[src/rtl/adcctl_pkg.sv]
// package of constants for the converter control block
// ==============================================================
package adcctl_pkg;
   // register word offsets (not byte addresses)
   localparam logic [3:0] OFS_CONTROL = 4'h0;
   localparam logic [3:0] OFS_CONFIG = 4'h1;
   localparam logic [3:0] OFS_TRIGGER = 4'h2;
   localparam logic [3:0] OFS_RES_HIGH = 4'h3;
   localparam logic [3:0] OFS_RES_LOW = 4'h4;
   localparam logic [3:0] OFS_IRQ_STATUS = 4'h5;
   localparam logic [3:0] OFS_IRQ_ENABLE = 4'h6;
   localparam logic [3:0] OFS_IRQ_CLEAR = 4'h7;
   // control register fields
   localparam int BIT_ENABLE = 0;
   localparam int BIT_GO = 1;
   // config register fields
   localparam int BIT_JUSTIFY = 7;
   localparam int POS_CLKSEL = 4;
   localparam int BIT_NEGREF = 2;
   localparam int POS_POSREF = 0;
   localparam logic [7:0] CONFIG_WMASK = 8'hF7;
   localparam logic [7:0] TRIGGER_WMASK = 8'h0F;
   localparam logic [7:0] CONFIG_RESET = 8'h00;
   localparam logic [7:0] TRIGGER_RESET = 8'h00;
   localparam logic [7:0] CONTROL_RESET = 8'h00;
   // index of the last converter clock period; a conversion spans 12 periods
   localparam logic [3:0] CONV_TICKS = 4'hB;
   // rc clock divide from system clock (free choice)
   localparam logic [6:0] RC_DIV = 7'h28;
   typedef enum logic [1:0] {
      ADCCTL_IDLE,
      ADCCTL_RUN,
      ADCCTL_DONE
   } adcctl_state_type;
endpackage

[src/rtl/adcctl_top.sv]
// converter control: registers, clock divider, trigger, result format
`timescale 1ns/1ps
module adcctl_top (
   // clock and reset
   input wire logic I_CLK,
   input wire logic I_RESET_N,
   // avalon-mm slave
   input wire logic [3:0] I_ADDRESS,
   input wire logic I_READ,
   input wire logic I_WRITE,
   input wire logic [31:0] I_WRITEDATA,
   output logic [31:0] O_READDATA,
   output logic O_WAITREQUEST,
   // trigger sources, index = trigger code
   input wire logic [15:1] I_TRIG_SRC,
   // converter core
   input wire logic [9:0] I_CORE_RESULT,
   output logic O_CORE_POWER,
   output logic O_MUX_CONNECT,
   output logic O_SAMPLE_START,
   output logic O_CONV_CLK_EN,
   output logic O_NEG_REF_EXT,
   output logic [1:0] O_POS_REF_SEL,
   // interrupt
   output logic O_IRQ
);

   // ==============================================================
   // register storage
   logic [7:0] control;
   logic [7:0] config_reg;
   logic [7:0] trigger_sel;
   logic [7:0] result_high_reg;
   logic [7:0] result_low_reg;
   logic irq_status;
   logic irq_enable;
   logic ack;
   logic wr_hit;
   logic rd_hit;
   adcctl_pkg::adcctl_state_type state;
   logic [6:0] div_cnt;
   logic [6:0] div_limit;
   logic tick;
   logic [3:0] tick_cnt;
   logic trig_prev;
   logic trig_now;
   logic trig_edge;
   logic start;
   logic done;
   logic clear_hit;

   // one-cycle wait then acknowledge
   assign O_WAITREQUEST = (I_READ | I_WRITE) & ~ack;
   assign wr_hit = I_WRITE & ack;
   assign rd_hit = I_READ & ~ack;

   // acknowledge flag
   always_ff @(posedge I_CLK) begin
      if (!I_RESET_N) begin
         ack <= 1'b0;
      end else begin
         ack <= (I_READ | I_WRITE) & ~ack;
      end
   end

   // ==============================================================
   // conversion clock divider
   function automatic logic [6:0] div_of(input logic [2:0] sel);
      case (sel)
         3'h0: div_of = 7'h02;
         3'h1: div_of = 7'h08;
         3'h2: div_of = 7'h20;
         3'h4: div_of = 7'h04;
         3'h5: div_of = 7'h10;
         3'h6: div_of = 7'h40;
         default: div_of = adcctl_pkg::RC_DIV; // codes 3 and 7: rc clock
      endcase
   endfunction

   assign div_limit = div_of(config_reg[adcctl_pkg::POS_CLKSEL +: 3]);
   assign tick = (div_cnt == div_limit - 7'h01);
   assign O_CONV_CLK_EN = tick & (state == adcctl_pkg::ADCCTL_RUN);

   // divider counter, runs only while converting
   // a smaller divider chosen mid-conversion lets the count run to wrap: change it only while idle
   always_ff @(posedge I_CLK) begin
      if (!I_RESET_N) begin
         div_cnt <= 7'h00;
      end else if (state != adcctl_pkg::ADCCTL_RUN || tick) begin
         div_cnt <= 7'h00;
      end else begin
         div_cnt <= div_cnt + 7'h01;
      end
   end

   // ==============================================================
   // auto trigger
   assign trig_now = (trigger_sel[3:0] == 4'h0) ? 1'b0 : I_TRIG_SRC[trigger_sel[3:0]];
   assign trig_edge = trig_now & ~trig_prev;

   // previous trigger level
   always_ff @(posedge I_CLK) begin
      if (!I_RESET_N) begin
         trig_prev <= 1'b0;
      end else begin
         trig_prev <= trig_now;
      end
   end

   assign start = control[adcctl_pkg::BIT_ENABLE] & (state == adcctl_pkg::ADCCTL_IDLE) &
                  (trig_edge | (wr_hit && I_ADDRESS == adcctl_pkg::OFS_CONTROL &&
                   I_WRITEDATA[adcctl_pkg::BIT_GO]));
   assign done = (state == adcctl_pkg::ADCCTL_RUN) && tick && tick_cnt == adcctl_pkg::CONV_TICKS;
   assign O_SAMPLE_START = start;

   // ==============================================================
   // conversion sequencer
   always_ff @(posedge I_CLK) begin
      if (!I_RESET_N) begin
         state <= adcctl_pkg::ADCCTL_IDLE;
         tick_cnt <= 4'h0;
      end else begin
         case (state)
            adcctl_pkg::ADCCTL_IDLE: begin
               tick_cnt <= 4'h0;
               if (start) begin
                  state <= adcctl_pkg::ADCCTL_RUN;
               end
            end
            adcctl_pkg::ADCCTL_RUN: begin
               if (!control[adcctl_pkg::BIT_ENABLE]) begin
                  state <= adcctl_pkg::ADCCTL_IDLE;
               end else if (done) begin
                  state <= adcctl_pkg::ADCCTL_DONE;
               end else if (tick) begin
                  tick_cnt <= tick_cnt + 4'h1;
               end
            end
            adcctl_pkg::ADCCTL_DONE: state <= adcctl_pkg::ADCCTL_IDLE;
            default: state <= adcctl_pkg::ADCCTL_IDLE;
         endcase
      end
   end

   // ==============================================================
   // control register: enable and go bit
   always_ff @(posedge I_CLK) begin
      if (!I_RESET_N) begin
         control <= adcctl_pkg::CONTROL_RESET;
      end else begin
         if (wr_hit && I_ADDRESS == adcctl_pkg::OFS_CONTROL) begin
            control[adcctl_pkg::BIT_ENABLE] <= I_WRITEDATA[adcctl_pkg::BIT_ENABLE];
         end
         if (start) begin
            control[adcctl_pkg::BIT_GO] <= 1'b1;
         end else if (done || !control[adcctl_pkg::BIT_ENABLE]) begin
            control[adcctl_pkg::BIT_GO] <= 1'b0;
         end
      end
   end

   // config and trigger select registers
   always_ff @(posedge I_CLK) begin
      if (!I_RESET_N) begin
         config_reg <= adcctl_pkg::CONFIG_RESET;
         trigger_sel <= adcctl_pkg::TRIGGER_RESET;
      end else if (wr_hit) begin
         if (I_ADDRESS == adcctl_pkg::OFS_CONFIG) begin
            config_reg <= I_WRITEDATA[7:0] & adcctl_pkg::CONFIG_WMASK;
         end
         if (I_ADDRESS == adcctl_pkg::OFS_TRIGGER) begin
            trigger_sel <= I_WRITEDATA[7:0] & adcctl_pkg::TRIGGER_WMASK;
         end
      end
   end

   // result registers: software writable, loaded at completion
   always_ff @(posedge I_CLK) begin
      if (!I_RESET_N) begin
         result_high_reg <= 8'h00;
         result_low_reg <= 8'h00;
      end else if (done) begin
         if (config_reg[adcctl_pkg::BIT_JUSTIFY]) begin
            result_high_reg <= {6'h00, I_CORE_RESULT[9:8]};
            result_low_reg <= I_CORE_RESULT[7:0];
         end else begin
            result_high_reg <= I_CORE_RESULT[9:2];
            result_low_reg <= {I_CORE_RESULT[1:0], 6'h00};
         end
      end else if (wr_hit) begin
         if (I_ADDRESS == adcctl_pkg::OFS_RES_HIGH) begin
            result_high_reg <= I_WRITEDATA[7:0];
         end
         if (I_ADDRESS == adcctl_pkg::OFS_RES_LOW) begin
            result_low_reg <= I_WRITEDATA[7:0];
         end
      end
   end

   // ==============================================================
   // software clear strobe for the done flag
   assign clear_hit = wr_hit && I_ADDRESS == adcctl_pkg::OFS_IRQ_CLEAR && I_WRITEDATA[0];

   // interrupt status, enable; set wins over clear
   always_ff @(posedge I_CLK) begin
      if (!I_RESET_N) begin
         irq_status <= 1'b0;
         irq_enable <= 1'b0;
      end else begin
         if (done) begin
            irq_status <= 1'b1;
         end else if (clear_hit) begin
            irq_status <= 1'b0;
         end
         if (wr_hit && I_ADDRESS == adcctl_pkg::OFS_IRQ_ENABLE) begin
            irq_enable <= I_WRITEDATA[0];
         end
      end
   end

   assign O_IRQ = irq_status & irq_enable;

   // ==============================================================
   // analogue side controls
   assign O_CORE_POWER = control[adcctl_pkg::BIT_ENABLE];
   assign O_MUX_CONNECT = control[adcctl_pkg::BIT_ENABLE];
   assign O_NEG_REF_EXT = config_reg[adcctl_pkg::BIT_NEGREF];
   assign O_POS_REF_SEL = config_reg[adcctl_pkg::POS_POSREF +: 2];

   // read data register
   always_ff @(posedge I_CLK) begin
      if (!I_RESET_N) begin
         O_READDATA <= 32'h00000000;
      end else if (rd_hit) begin
         case (I_ADDRESS)
            adcctl_pkg::OFS_CONTROL: O_READDATA <= {24'h000000, control};
            adcctl_pkg::OFS_CONFIG: O_READDATA <= {24'h000000, config_reg};
            adcctl_pkg::OFS_TRIGGER: O_READDATA <= {24'h000000, trigger_sel};
            adcctl_pkg::OFS_RES_HIGH: O_READDATA <= {24'h000000, result_high_reg};
            adcctl_pkg::OFS_RES_LOW: O_READDATA <= {24'h000000, result_low_reg};
            adcctl_pkg::OFS_IRQ_STATUS: O_READDATA <= {31'h00000000, irq_status};
            adcctl_pkg::OFS_IRQ_ENABLE: O_READDATA <= {31'h00000000, irq_enable};
            default: O_READDATA <= 32'h00000000;
         endcase
      end
   end
endmodule

[config.mk]
export PLATFORM = sky130hd
export DESIGN_NAME = adcctl_top
export DESIGN_NICKNAME = d
export VERILOG_FILES = /design/src/rtl/adcctl_pkg.sv /design/src/rtl/adcctl_top.sv
export SDC_FILE = /design/constraint.sdc
export NUM_CORES = 1
export LEC_CHECK = 0
export BUFFER_PORTS_ARGS = -buffer_cell sky130_fd_sc_hd__buf_2
export CORE_MARGIN = 10
export CORE_UTILIZATION = 30
export CTS_CLUSTER_DIAMETER = 60
export DETAILED_ROUTE_END_ITERATION = 10
export PLACE_DENSITY_LB_ADDON = 0.1
export REMOVE_ABC_BUFFERS = 1
export SLEW_MARGIN = 5
export SYNTH_ARGS = -nofsm -noshare
export SYNTH_HDL_FRONTEND = slang
export SYNTH_SLANG_ARGS = --single-unit
[constraint.sdc]
create_clock -name I_CLK -period 2.8 [get_ports I_CLK]
set_input_delay 0.14 -clock I_CLK [delete_from_list [all_inputs] [get_ports I_CLK]]
set_output_delay 0.14 -clock I_CLK [all_outputs]
set_load 0.02 [all_outputs]
# == Word level (Yosys, flattened, before mapping) ==
# Cells that the tools add are included.
# classes
n_addsub,3
magnitude_cmp,1
eq_ne,21
muxes,25
bitwise_logic,13
reduce_logical,27
# ops
operator,n
$mux W8,8
$pmux W8 S7,1
$pmux W7 S6,1
$eq A4 B3 Y1 const B,4
$mux W4,3
$reduce_bool A2 Y1,6
$reduce_and A2 Y1,5
$eq A3 B3 Y1 const B,3
$and A1 B1 Y1,8
$eq A4 B2 Y1 const B,2
$logic_not A4 Y1,2
$ne A2 B2 Y1 const B,4
$pmux W4 S2,1
$add A7 B1 Y7 const B,1
$eq A7 B7 Y1,1
$logic_and A1 B1 Y1,7
$sub A7 B1 Y7 const B,1
$mux W1,6
$mux W2,3
$lt A4 B5 Y1 const B,1
$add A4 B1 Y4 const B,1
$bmux W1 S4,1
$eq A4 B1 Y1 const B,1
$eq A4 B4 Y1 const B,1
other kinds (14),18
# totals
register_bits,78
in_bits,65
output_inout_bits,41
word_cells,104

# == Logic depth before layout (Yosys ltp) ==
# logic_depth
depth_word,9
mapped_depth,11
ltp_nobuf,9

# == Worst setup path after synthesis ==
# OpenSTA, ideal clock, no wires.
# synth_path
kind,register to register
start,register config_reg[4]
end,register result_high_reg[4]
setup_time_ps,115
arrival_ps,2299
t_required_ps,2685
path_slack_ps,387
stages_incl_launch_ff,11
n_path_buf,2
period_less_slack_ps,2413
cell_sequence,dfxtp_1 -> or3_1 -> ha_1 -> or3b_1 -> o221ai_2 -> xor2_2 -> and4_1 -> buf_4 -> buf_6 -> nor2_1 -> o21a_1
# synth_between
elab_chain_len,8
elab_cells_between_ends,15
classes_between,1 x add/sub; 6 x eq/ne; 2 x mux; 6 x reduce/logical
# synth_lines
element,line_no,rtl
from (decl),adcctl_top.sv:31,logic [7:0] config_reg;
from (signal assigned),adcctl_top.sv:165,config_reg <= adcctl_pkg::CONFIG_RESET;
from (signal assigned),adcctl_top.sv:169,config_reg <= I_WRITEDATA[7:0] & adcctl_pkg::CONFIG_WMASK;
$eq A3 B3 Y1 (tied with other cells),adcctl_top.sv:69,case (sel)
$pmux W7 S6 *,adcctl_top.sv:69,
$sub A7 B1 Y7 *,adcctl_top.sv:81,assign tick = (div_cnt == div_limit - 7'h01);
$eq A7 B7 Y1 *,adcctl_top.sv:81,
$logic_and A1 B1 Y1 * (2 in a row),adcctl_top.sv:113,assign done = (state == adcctl_pkg::ADCCTL_RUN) && tick && tick_cnt == adcctl_pkg::CONV_TICKS;
$reduce_bool A2 Y1 (no source line),n/a,
$reduce_and A2 Y1 (no source line),n/a,
to (signal assigned),adcctl_top.sv:184,"result_high_reg <= {6'h00, I_CORE_RESULT[9:8]};"
to (signal assigned),adcctl_top.sv:187,result_high_reg <= I_CORE_RESULT[9:2];
to (signal assigned),adcctl_top.sv:192,result_high_reg <= I_WRITEDATA[7:0];
to (decl),adcctl_top.sv:33,logic [7:0] result_high_reg;
# Every way passes the cells marked *; elsewhere a longest branch is shown, timed or not.
# A chain may end at the register's enable or synchronous reset.

# == Final worst setup path ==
# layout_path
start,register config_reg[6]
end,output port O_CONV_CLK_EN
# layout_between
elab_chain_len,5
elab_cells_between_ends,10
classes_between,1 x add/sub; 6 x eq/ne; 1 x mux; 1 x bitwise; 1 x reduce/logical
# layout_lines
element,line_no,rtl
$eq A3 B3 Y1 (tied with other cells),adcctl_top.sv:69,
$pmux W7 S6 *,adcctl_top.sv:69,
$sub A7 B1 Y7 *,adcctl_top.sv:81,
$eq A7 B7 Y1 *,adcctl_top.sv:81,
$and A1 B1 Y1 *,adcctl_top.sv:82,assign O_CONV_CLK_EN = tick & (state == adcctl_pkg::ADCCTL_RUN);
to (decl),adcctl_top.sv:21,"output logic O_CONV_CLK_EN,"
# Marked as above.

==> qor.txt <==
DP Worst Slack -> 0.264 ns
Layout Utilization -> 34.8%
Tcrit/Tclk final -> 92.3%
DP Area -> 3520 um2
Synth Register Bits -> 54
Max-slew headroom -> 44.9%
setup ws final -> 0.216 ns
setup_tns -> 0 ns
critical path required time -> 2.66 ns
Clock Sink Count -> 54
Worst Skew -> 0.00647 ns
H-Tree Depth -> 2
Critical-path top delay cell -> dfxtp_1
CTS Hold Bufs -> 0
Setup-failing EPs final -> 0
Ys Warns -> 0
die width -> 123 um
Slew Limit Fails -> 0
delay-heaviest family, CP -> simple AND/OR/NAND/NOR gates
max_cap viols -> 0
Die Ht -> 123 um
Worst Setup End Kind -> output pin
Fmax -> 0.387 GHz
Post-synth EDFFs -> 0
reg-to-reg startpoint -> config_reg[6]
first-pass GRT wire length -> 13.8 mm
Critical Path AT -> 2.44 ns
Reg clk slew, reported paths -> 0.10 ns
final hold vios -> 0
critical path class -> flip-flop to output pin
via count of the first global-routing pass -> 2649
worst hold slack -> 0.124 ns
core box area -> 10300 um2
Mapped Cells -> 372
boundary pin count -> 106
ys flop type -> dfxtp_1
Cell Count, Final, Fillers Out -> 558
CP peak stage delay -> 0.37 ns
overall routed net length -> 8.85 mm
antenna cells -> 0
Placer Congestion -> 0.774
Critical Path Start Type -> flip-flop
RSZ-0062 raised after global routing -> false
Async SR Flop Fraction -> 0%
synthesized area -> 3190 um2
remaining antenna violation count -> 0
pin count of the biggest net entering global routing -> 27
nets@finish -> 490
final instance area -> 3600 um2
min Tclk post-route -> 2.58 ns
largest cells by area after synthesis -> dfxtp_1, mux2i_1, buf_4
hold_sp -> I_CORE_RESULT[3]
Synth top area share -> 33.9%
post-synth top area cell -> dfxtp_1
CTS tree -> done
CTS Buffer Depth -> 2
maximum vdd drop -> 0.173 mV
vias post-DR -> 2662
CP max FO -> 7
antenna violations before repair -> 0
FILL cells -> 1143
Buf/Inv on CP -> 1
dpl hpwl -> 6.91 mm
Setup Buffers After CTS -> 0
layout cells sized above 1 -> 20.1%
area grow syn2layout -> 12.8%
Avg Inst Size Synth -> 8.57 um2
Total Power -> 1.33 mW
std cell rows -> 37
CTS Root Cell -> clkbuf_8
total CTS buffers -> 5
post-synth cell types -> 50
leakage -> 1.42 nW
post_cts resized -> 0
number of remaining DRC errors -> 0
total track usage -> 11.3%
starting density of the core -> 30.9%
worst skew pair latency -> 0.30 ns
Vias/cell -> 4.77
DP Cell Count -> 551
Hold Crit Class -> primary input to flip-flop
WL per Instance -> 15.9 um
DR pass1 iterations -> 6
Slew @ Worst Pin -> 0.820 ns
sequential area share after synthesis -> 33.9%
outcome -> finished clean
worst path cell trace -> or3_1 -> ha_1 -> or3b_1 -> o221ai_2 -> xor2_2 -> nand3_1 -> nor3_1 -> buf_2
Port Buffers -> 57
1st-iter DRT viols -> 82
GRT overflow -> 0
Pwr Density -> 371 nW/um2
worst setup path start -> config_reg[6]
Die ar. -> 15200 um2
## cell type report
cell class                 instances  area, um2  share of cell area, %
clock buffer                       7       76.3                   2.12
multi-input combinational        285       1870                   51.9
tap                              136        170                   4.73
timing repair buffer              66        365                   10.2
inverter                          10       37.5                   1.04
sequential                        54       1080                   30.1
## layout by cell type (no fill, tap or decap), drive strengths merged, types with 9 or more instances in the layout
cell type and n:
buf 66, dfxtp 54, nor2 32, nand2 30, mux2i 29, conb 24
nor2b 22, nand3 18, a21oi 11, inv 10, a21boi 9
## synth_stat cells, drive strengths merged, types with 4 or more instances
library cell / n
nand2: 30
dfxtp: 54
mux2i: 29
and3: 7
a22oi: 6
nor2b: 22
xor2: 6
nor3: 6
mux2: 7
o21a: 6
o21ai: 6
a21boi: 9
a31oi: 4
nand3: 18
nand4: 8
nand2b: 6
xnor2: 6
inv: 10
buf: 35
nor3b: 8
a21oi: 11
and2: 6
nor2: 32
clkbuf: 11
## cell families after synthesis
family / count (synthesis) / share of synthesized area, %
compound gates: 56 / 12.2
xor+xnor: 12 / 3.53
fa+ha+maj: 3 / 1.18
buf+inv: 56 / 10.3
flops: 54 / 33.9
mux: 39 / 13.7
other cells: 1 / 0.118
simple gates: 151 / 25.1
## power by group
group,switching (mW),internal (mW),leakage (nW)
clock network,0.243,0.173,0.0383
registers,0.00376,0.771,0.435
logic,0.0956,0.0473,0.949
## layer usage
metal  vias to the layer above  part of all wire, %  GRT usage [%]
met5                         -                    0              0
met4                         0                 0.41           2.18
met3                         2                  4.7           2.32
met2                        45                   48           19.6
met1                      1270                   47           14.2
li1                       1345                    -              -
## worst reg2reg max path, delay by kind of cell, from the launching register on
kind                     cells  cell delay [ns]
adder cells (fa/ha/maj)      1             0.27
AND/OR/NAND/NOR              4             1.07
flip-flops                   1             0.37
AO/OA/AOI/OAI                2             0.30
buffers and inverters        1             0.23
XOR/XNOR                     1             0.21
## worst paths after layout
kind              slack [ns]  cells past startpoint           endpoint
hold / removal          0.12                      3  result_low_reg[3]
setup reg to reg        0.29                      9  result_low_reg[1]
hold reg to reg         0.47                      2      O_READDATA[3]
setup / recovery        0.22                      8      O_CONV_CLK_EN
(Power assumes the default switching activity.)
